$ cat config.mk
export PLATFORM = sky130hd
export DESIGN_NAME = boundary_scan_tap_core
export DESIGN_NICKNAME = d
export VERILOG_FILES = /design/src/core/tap_pkg.sv /design/src/core/word_buf2.sv /design/src/core/boundary_scan_tap_core.sv
export SDC_FILE = /design/constraint.sdc
export NUM_CORES = 1
export LEC_CHECK = 0
export BUFFER_PORTS_ARGS = -buffer_cell sky130_fd_sc_hd__buf_4
export CORE_MARGIN = 3
export CORE_UTILIZATION = 25
export CTS_BUF_LIST = sky130_fd_sc_hd__clkbuf_8
export CTS_CLUSTER_SIZE = 28
export DETAILED_ROUTE_END_ITERATION = 6
export HOLD_SLACK_MARGIN = 0.1
export PLACE_DENSITY = 0.49
export SYNTH_ARGS = -nofsm -noshare
export SYNTH_HDL_FRONTEND = slang
export SYNTH_SLANG_ARGS = --single-unit
$ cat constraint.sdc
create_clock -name core_clk_i -period 2.2 [get_ports core_clk_i]
set_clock_uncertainty 0.05 [all_clocks]
set_input_delay 0.33 -clock core_clk_i [delete_from_list [all_inputs] [get_ports core_clk_i]]
set_output_delay 0.33 -clock core_clk_i [all_outputs]
set_load 0.01 [all_outputs]
$ cat src/core/tap_pkg.sv
package tap_pkg;

  // ****************************************
  // widths
  // ****************************************
  localparam int IR_W  = 3;                     // instruction register width
  localparam int ID_W  = 32;                    // identification register width
  localparam int BSR_W = 16;                    // boundary chain length, plain default

  // ****************************************
  // instruction codes
  // ****************************************
  localparam logic [IR_W-1:0] IR_EXTEST  = 3'h0;  // drive preloaded pattern
  localparam logic [IR_W-1:0] IR_IDCODE  = 3'h1;  // identification, default
  localparam logic [IR_W-1:0] IR_SAMPLEZ = 3'h2;  // sample, outputs high-z
  localparam logic [IR_W-1:0] IR_PRELOAD = 3'h4;  // sample and preload
  localparam logic [IR_W-1:0] IR_BYPASS  = 3'h7;  // one-bit path

  // ****************************************
  // capture and reset values
  // ****************************************
  localparam logic [IR_W-1:0] IR_CAPTURE = 3'h1;  // low two bits 01 for fault isolation
  localparam logic [IR_W-1:0] IR_RESET   = IR_IDCODE;
  localparam logic [ID_W-1:0] ID_CODE_DEF = 32'h0a5a_5001;  // arbitrary value
  localparam logic            BYP_CAPTURE = 1'b0;           // bypass bit on capture
  localparam logic            PIN_IDLE    = 1'b1;           // pulled-up pin level
  localparam int              TMS_RESET_EDGES = 5;          // tms-high edges to reset

  // ****************************************
  // types
  // ****************************************
  typedef enum logic [3:0] {
    ST_TLR, ST_IDLE,
    ST_SEL_DR, ST_CAP_DR, ST_SH_DR, ST_EX1_DR, ST_PAU_DR, ST_EX2_DR, ST_UPD_DR,
    ST_SEL_IR, ST_CAP_IR, ST_SH_IR, ST_EX1_IR, ST_PAU_IR, ST_EX2_IR, ST_UPD_IR
  } tap_state_t;

  typedef enum logic [1:0] {
    SEL_BYP, SEL_ID, SEL_BSR
  } dr_sel_t;

endpackage

$ cat src/core/word_buf2.sv
module word_buf2 #(
  parameter int W     = tap_pkg::BSR_W,
  parameter int DEPTH = 2
) (
  // clock and reset
  input  wire logic         core_clk_i,
  input  wire logic         rstn_i,
  input  wire logic         ce_i,
  // filling side
  input  wire logic [W-1:0] in_data_i,
  input  wire logic         in_valid_i,
  output logic              in_ready_o,
  // draining side
  output logic [W-1:0]      out_data_o,
  output logic              out_valid_o,
  input  wire logic         out_ready_i
);
  import tap_pkg::*;

  // ****************************************
  // storage, entry 0 is always the head
  // ****************************************
  logic [W-1:0] mem_q [DEPTH];  // word slots
  logic [DEPTH-1:0] vld_q;      // slot occupied
  logic          pop;           // head leaves
  logic          push;          // new word enters
  logic          slot;          // index written by a push

  // full when the last slot holds a word
  assign in_ready_o  = ~vld_q[DEPTH-1];
  assign out_valid_o = vld_q[0];
  assign out_data_o  = mem_q[0];
  assign pop  = vld_q[0] & out_ready_i;
  assign push = in_valid_i & ~vld_q[DEPTH-1];
  // a pop moves slot 1 forward, so the free slot follows the count left behind
  assign slot = pop ? vld_q[1] : vld_q[0];

  // shift on pop, then place the new word behind what is left
  always_ff @(posedge core_clk_i or negedge rstn_i) begin
    if (!rstn_i) begin
      vld_q  <= '0;
      mem_q[0] <= '0;
      mem_q[1] <= '0;
    end else if (ce_i) begin
      if (pop) begin
        mem_q[0] <= mem_q[1];
        vld_q[0] <= vld_q[1];
        vld_q[1] <= 1'b0;
      end
      if (push) begin
        mem_q[slot] <= in_data_i;
        vld_q[slot] <= 1'b1;
      end
    end
  end

endmodule

$ cat src/core/boundary_scan_tap_core.sv
// Operation
// - state machine and serial port follow 1149.1
// - controller, instruction, boundary, bypass, identification registers
// - tms sampled on each test clock rise
// - inputs on rising edge, outputs on falling
// - tdi enters msb of selected register
// - tdo shows lsb of selected register
// - tdo driven only in shift states
// - five tms-high rises force reset state
// - tap reset never disturbs memory operation
// - power-up reset leaves tdo high-impedance
// - exactly one register between tdi and tdo
// - three-bit instruction, shifted only on ir path
// - reset loads identification instruction
// - capture-ir loads 01 into low bits
// - tdi and tms idle high when open
// - new instruction acts only at update-ir
// - bypass is one bit, captures zero
// - identification captures fixed 32-bit code
module boundary_scan_tap_core #(
  parameter logic [31:0] ID_CODE = tap_pkg::ID_CODE_DEF  // arbitrary value
) (
  // clock, reset, enable
  input  wire logic                        core_clk_i,
  input  wire logic                        rstn_i,
  input  wire logic                        ce_i,
  // test port pins
  input  wire logic                        tck_i,
  input  wire logic                        tms_i,
  input  wire logic                        tdi_i,
  output logic                             tdo_o,
  output logic                             tdo_oe_o,
  // io ring snapshot, same clock
  input  wire logic [tap_pkg::BSR_W-1:0]   bsr_capture_i,
  // boundary update words toward the io ring
  output logic [tap_pkg::BSR_W-1:0]        upd_data_o,
  output logic                             upd_valid_o,
  input  wire logic                        upd_ready_i,
  // io ring control
  output logic                             extest_o,
  output logic                             highz_o
);
  import tap_pkg::*;

  // ****************************************
  // functions
  // ****************************************

  // standard sixteen-state walk, one step per test clock rise
  function automatic tap_state_t tap_next(input tap_state_t s, input logic tms);
    tap_state_t n;
    n = ST_TLR;
    case (s)
      ST_TLR:    n = tms ? ST_TLR    : ST_IDLE;
      ST_IDLE:   n = tms ? ST_SEL_DR : ST_IDLE;
      ST_SEL_DR: n = tms ? ST_SEL_IR : ST_CAP_DR;
      ST_CAP_DR: n = tms ? ST_EX1_DR : ST_SH_DR;
      ST_SH_DR:  n = tms ? ST_EX1_DR : ST_SH_DR;
      ST_EX1_DR: n = tms ? ST_UPD_DR : ST_PAU_DR;
      ST_PAU_DR: n = tms ? ST_EX2_DR : ST_PAU_DR;
      ST_EX2_DR: n = tms ? ST_UPD_DR : ST_SH_DR;
      ST_UPD_DR: n = tms ? ST_SEL_DR : ST_IDLE;
      ST_SEL_IR: n = tms ? ST_TLR    : ST_CAP_IR;
      ST_CAP_IR: n = tms ? ST_EX1_IR : ST_SH_IR;
      ST_SH_IR:  n = tms ? ST_EX1_IR : ST_SH_IR;
      ST_EX1_IR: n = tms ? ST_UPD_IR : ST_PAU_IR;
      ST_PAU_IR: n = tms ? ST_EX2_IR : ST_PAU_IR;
      ST_EX2_IR: n = tms ? ST_UPD_IR : ST_SH_IR;
      ST_UPD_IR: n = tms ? ST_SEL_DR : ST_IDLE;
      default:   n = ST_TLR;
    endcase
    return n;
  endfunction

  // which data register the current instruction places on the path
  function automatic dr_sel_t dr_select(input logic [IR_W-1:0] ir);
    dr_sel_t d;
    d = SEL_BYP;
    case (ir)
      IR_EXTEST, IR_SAMPLEZ, IR_PRELOAD: d = SEL_BSR;
      IR_IDCODE:                         d = SEL_ID;
      default:                           d = SEL_BYP;
    endcase
    return d;
  endfunction

  // ****************************************
  // pin synchronisers and edge finding
  // ****************************************
  logic tck_s1_q, tck_s2_q, tck_prev_q;  // test clock samples
  logic tms_s1_q, tms_s2_q;              // mode select samples
  logic tdi_s1_q, tdi_s2_q;              // serial data samples
  logic tck_rise;                        // one-cycle rise marker
  logic tck_fall;                        // one-cycle fall marker

  // pins come from the scan controller's domain; tms and tdi idle at the pulled-up high, the test clock idles low
  always_ff @(posedge core_clk_i or negedge rstn_i) begin
    if (!rstn_i) begin
      tck_s1_q   <= 1'b0;
      tck_s2_q   <= 1'b0;
      tck_prev_q <= 1'b0;
      tms_s1_q   <= PIN_IDLE;
      tms_s2_q   <= PIN_IDLE;
      tdi_s1_q   <= PIN_IDLE;
      tdi_s2_q   <= PIN_IDLE;
    end else if (ce_i) begin
      tck_s1_q   <= tck_i;
      tck_s2_q   <= tck_s1_q;
      tck_prev_q <= tck_s2_q;
      tms_s1_q   <= tms_i;
      tms_s2_q   <= tms_s1_q;
      tdi_s1_q   <= tdi_i;
      tdi_s2_q   <= tdi_s1_q;
    end
  end

  // a test clock held low gives no edges, so the port stays parked
  assign tck_rise = tck_s2_q & ~tck_prev_q;
  assign tck_fall = ~tck_s2_q & tck_prev_q;

  // ****************************************
  // controller state
  // ****************************************
  tap_state_t state_q;   // current controller state
  tap_state_t state_d;   // state after this rise
  logic       step;      // a rise while enabled

  assign step    = tck_rise & ce_i;
  assign state_d = tap_next(state_q, tms_s2_q);

  // advance only on a test clock rise; nothing here reaches the memory path
  always_ff @(posedge core_clk_i or negedge rstn_i) begin
    if (!rstn_i) begin
      state_q <= ST_TLR;
    end else if (step) begin
      state_q <= state_d;
    end
  end

  // ****************************************
  // instruction register
  // ****************************************
  logic [IR_W-1:0] ir_sh_q;  // instruction shift stage
  logic [IR_W-1:0] ir_q;     // instruction in force
  dr_sel_t         sel;      // selected data register

  assign sel = dr_select(ir_q);

  // shift stage moves only on the ir path; the held code changes at update-ir
  always_ff @(posedge core_clk_i or negedge rstn_i) begin
    if (!rstn_i) begin
      ir_sh_q <= IR_CAPTURE;
      ir_q    <= IR_RESET;
    end else if (step) begin
      case (state_q)
        ST_CAP_IR: ir_sh_q <= IR_CAPTURE;
        ST_SH_IR:  ir_sh_q <= {tdi_s2_q, ir_sh_q[IR_W-1:1]};
        ST_UPD_IR: ir_q    <= ir_sh_q;
        default:   ir_sh_q <= ir_sh_q;
      endcase
      // entering reset wins over any update in the same rise
      if (state_d == ST_TLR) begin
        ir_q <= IR_RESET;
      end
    end
  end

  // ****************************************
  // data registers
  // ****************************************
  logic             byp_q;     // bypass bit
  logic [ID_W-1:0]  id_sh_q;   // identification shift stage
  logic [BSR_W-1:0] bsr_sh_q;  // boundary shift stage

  // capture then shift only the register that the instruction selects
  always_ff @(posedge core_clk_i or negedge rstn_i) begin
    if (!rstn_i) begin
      byp_q    <= BYP_CAPTURE;
      id_sh_q  <= '0;
      bsr_sh_q <= '0;
    end else if (step) begin
      if (state_q == ST_CAP_DR) begin
        case (sel)
          SEL_ID:  id_sh_q  <= ID_CODE;
          SEL_BSR: bsr_sh_q <= bsr_capture_i;
          default: byp_q    <= BYP_CAPTURE;
        endcase
      end else if (state_q == ST_SH_DR) begin
        case (sel)
          SEL_ID:  id_sh_q  <= {tdi_s2_q, id_sh_q[ID_W-1:1]};
          SEL_BSR: bsr_sh_q <= {tdi_s2_q, bsr_sh_q[BSR_W-1:1]};
          default: byp_q    <= tdi_s2_q;
        endcase
      end
    end
  end

  // ****************************************
  // serial output, falling edge only
  // ****************************************
  logic tdo_q;     // data out
  logic tdo_oe_q;  // data out driven
  logic dr_lsb;    // lsb of the selected data register
  logic in_shift;  // shift state now

  always_comb begin
    case (sel)
      SEL_ID:  dr_lsb = id_sh_q[0];
      SEL_BSR: dr_lsb = bsr_sh_q[0];
      default: dr_lsb = byp_q;
    endcase
  end

  assign in_shift = (state_q == ST_SH_DR) | (state_q == ST_SH_IR);

  // output follows the state reached at the previous rise, half a cycle later
  always_ff @(posedge core_clk_i or negedge rstn_i) begin
    if (!rstn_i) begin
      tdo_q    <= 1'b0;
      tdo_oe_q <= 1'b0;
    end else if (tck_fall && ce_i) begin
      tdo_oe_q <= in_shift;
      if (state_q == ST_SH_IR) begin
        tdo_q <= ir_sh_q[0];
      end else begin
        tdo_q <= dr_lsb;
      end
    end
  end

  assign tdo_o    = tdo_q;
  assign tdo_oe_o = tdo_oe_q;

  // ****************************************
  // boundary update words and io ring control
  // ****************************************
  logic             pend_q;    // update word awaiting the buffer
  logic [BSR_W-1:0] pend_w_q;  // that word
  logic             buf_rdy;   // buffer can take a word
  logic             upd_ev;    // update-dr under a boundary load instruction
  logic             extest_q;  // extest in force
  logic             highz_q;   // sample-z in force

  assign upd_ev = step & (state_q == ST_UPD_DR) &
                  ((ir_q == IR_EXTEST) | (ir_q == IR_PRELOAD));

  // an update arriving while the old word is still refused is dropped:
  // the test clock cannot be stalled, so the buffer is the only slack
  always_ff @(posedge core_clk_i or negedge rstn_i) begin
    if (!rstn_i) begin
      pend_q   <= 1'b0;
      pend_w_q <= '0;
    end else if (ce_i) begin
      if (upd_ev && (!pend_q || buf_rdy)) begin
        pend_q   <= 1'b1;
        pend_w_q <= bsr_sh_q;
      end else if (buf_rdy) begin
        pend_q <= 1'b0;
      end
    end
  end

  word_buf2 #(
    .W     (BSR_W),
    .DEPTH (2)
  ) u_upd_buf (
    .core_clk_i  (core_clk_i),
    .rstn_i      (rstn_i),
    .ce_i        (ce_i),
    .in_data_i   (pend_w_q),
    .in_valid_i  (pend_q),
    .in_ready_o  (buf_rdy),
    .out_data_o  (upd_data_o),
    .out_valid_o (upd_valid_o),
    .out_ready_i (upd_ready_i)
  );

  // io ring modes follow the instruction in force
  always_ff @(posedge core_clk_i or negedge rstn_i) begin
    if (!rstn_i) begin
      extest_q <= 1'b0;
      highz_q  <= 1'b0;
    end else if (ce_i) begin
      extest_q <= (ir_q == IR_EXTEST);
      highz_q  <= (ir_q == IR_SAMPLEZ);
    end
  end

  assign extest_o = extest_q;
  assign highz_o  = highz_q;

  logic [2:0] tms_hi_q;  // consecutive tms-high rises, saturating

  always_ff @(posedge core_clk_i or negedge rstn_i) begin
    if (!rstn_i) begin
      tms_hi_q <= 3'h0;
    end else if (step) begin
      if (!tms_s2_q) begin
        tms_hi_q <= 3'h0;
      end else if (tms_hi_q != 3'(TMS_RESET_EDGES)) begin
        tms_hi_q <= tms_hi_q + 3'h1;
      end
    end
  end
endmodule

==> flow_metrics.py <==
metrics = {
    "floorplanning": {
        "core-area_um2": 21150,
        "die_w_um": 153.4,
        "rows": 53,
        "dieArea_um2": 23520,
        "initial_core_util": 0.2566,
        "die_h_um": 153.4,
        "io_pins": 44,
    },
    "clock_tree": {
        "path_clk_slew_ps": 70,
        "cts.sinks": 121,
        "cts_tree": "built",
        "cts_resized": 0,
        "htree_levels": 4,
        "cts.path.max_buffers": 2,
        "clock_latency_ps": 440,
        "cts_buffers": 17,
        "clockRootBuffer": "clkbuf_8",
    },
    "drt": {
        "post_drt_wl_per_cell_um": 13.38,
        "drc_errors": 0,
        "viasPerCell": 4.421,
        "drt-initial-drc-count": 215,
        "wl_met2_um": 5311,
        "top_layer_used": "met4",
        "wl_um": 11120,
        "vias": 3674,
        "antenna_left": 0,
        "first_pass_iters": 4,
        "wl_met3_um": 526,
        "drt-met1-wl_um": 5080,
    },
    "sta": {
        "worst_slew_pin_slew_ps": 551.0,
        "setup_viol": 0,
        "max_freq_mhz": 505.4,
        "finalHoldViolCount": 0,
        "setup_slack_ps": 221.3,
        "slew_violations": 0,
        "period_share": 0.8994,
        "slew_headroom": 0.6327,
        "grt_setup_unrepaired": "false",
        "fin_setup_tns_ps": 0,
        "layout_min_cycle_time_ps": 1979,
    },
    "synth": {
        "async_flop_share": 1.000,
        "synth_nets": 532,
        "synth_area_per_cell_um2": 10.71,
        "ys_top_cells_by_count": "dfrtp_1, nand2_1, o21ai_0, nor2_1, mux2_2",
        "synth-edff-count": 0,
        "synth-main-ff-cell": "dfrtp_1",
        "yosys.cell_count.top_type": "dfrtp_1",
        "ys_ff_latch": 121,
        "synth_area_um2": 5429,
        "synthDistinctLibCells": 52,
        "yosysTopAreaCell": "dfrtp_1",
        "synthCells": 507,
        "yosysSeqAreaShare": 0.5591,
        "synth_area_leaders": "dfrtp_1, mux2_2, nand2_1",
        "yosysWarnings": 0,
        "synth_top_area_frac": 0.5301,
    },
    "worst_setup_path": {
        "slowest_delay_ps": 420,
        "critPathBufInv": 1,
        "critical-path-top-delay-family": "compound AO/OA/AOI/OAI gates",
        "cp-start-kind": "flip-flop",
        "slowest_stage": "dfrtp_1",
        "reg2reg_slack_ps": 220,
        "cp_cell_sequence": "a21oi_1, inv_1, ha_1, a221oi_1, a221oi_1, a311oi_1, a21oi_1",
        "path_class": "reg2reg",
        "crit_fanout": 5,
        "crit_required_ps": 2450,
        "end_kind": "flip-flop",
        "arrival_ps": 2230,
    },
    "place": {
        "gp_congestion": 0.7958,
        "placed_area_um2": 6007,
        "pre_cts_slack_ps": 261.2,
        "port_buffers": 43,
        "dp_hpwl_um": 7895,
    },
    "pwr": {
        "peakVddDrop_mv": 0.3554,
        "powerDensity_nw_per_um2": 1021,
        "p_leak_nw": 2.983,
    },
    "global_route": {
        "grt_max_degree": 47,
        "grt_pass1_wl_um": 19030,
        "first_global_vias": 3810,
        "grt_use_total": 0.1000,
        "overflow": 0,
        "antenna_found_initial": 0,
    },
    "layout": {
        "utilization": 0.3048,
        "syn_to_final_growth_pct": 18.78,
        "layout-drive-gt1-share": 0.2608,
        "stdcell_area_um2": 6449,
        "diodes": 0,
        "nNetsFinal": 569,
    },
    "status": {
        "outcome": "finished, final reports clean",
    },
    "job": {
        "max-cap-violations": 0,
    },
    "min_path": {
        "min_path_type": "in2reg",
    },
}
==> power by group <==
group	switching (mW)	internal, mW	leakage [nW]
registers	0.286	2.61	1.61
logic	0.945	0.802	1.16
clock network	0.834	1.10	0.211
total	2.07	4.52	2.98
==> repair_timing <==
item | CTS | global route
buffers inserted | 0 | 0
hold buffers | 5 | 0
hold endpoints to repair | 38 | 0
==> tightest hold or removal path, stage by stage <==
cell and delay [ps]:
buf_4 90, mux2i_1 50, o21ai_1 100
==> placed cells by master, fill, tap and decap left out, types with 9 or more instances in the layout <==
master	n
o22ai_1	17
nor2_1	45
inv_1	12
mux2_2	33
dfrtp_1	115
clkbuf_8	21
mux2_4	9
buf_4	57
o21ai_0	52
mux2i_1	18
nand2_1	88
==> cell type report <==
type / count / area (um2)
Clock buffer: 21 / 289.0
Sequential cell: 121 / 3035
Timing Repair Buffer: 65 / 538.0
Clock inverter: 10 / 102.6
Fill cell: 2155 / 14710
Multi-Input combinational cell: 329 / 2102
Tap cell: 275 / 344.1
Inverter: 10 / 37.54
==> final timing paths <==
kind / from / cells past startpoint / endpoint
max: ir_q[1] / 7 / tdo_o
min: bsr_capture_i[12] / 3 / bsr_sh_q[12]
max reg2reg: ir_q[1] / 7 / tdo_o
min reg2reg: id_sh_q[9] / 2 / id_sh_q[9]
max in group asynchronous: rstn_i / 3 / tms_s2_q
min in group asynchronous: rstn_i / 2 / bsr_sh_q[5]
==> routing by layer <==
layer	up-vias	GRT usage
met5	-	0
met2	76	0.1599
met1	1773	0.1242
met3	17	0.03624
li1	1808	-
met4	0	0.03827
==> through the flow <==
stage | std cells | total power [mW] | hold WS (ps)
2_1_floorplan | 507 | 4.199 | -15.59
3_3_place_gp | 795 | 4.652 | 309.5
3_5_place_dp | 795 | 4.709 | 311.1
4_1_cts | 831 | 6.678 | 112.6
5_1_grt | 831 | 7.026 | 118.9
6_report | 831 | 6.584 | 129.6
==> logic make-up (layout without fill, tap and decap cells) <==
logic type	Yosys count	count (layout)	share of synthesized area
xor+xnor	2	2	0.003227
buf+inv	57	106	0.05785
flops	121	121	0.5591
simple gates	161	161	0.1309
mux	60	60	0.1265
fa+ha+maj	2	2	0.004609
compound gates	104	104	0.1178
Note: power is estimated with default switching activity, not from simulation.
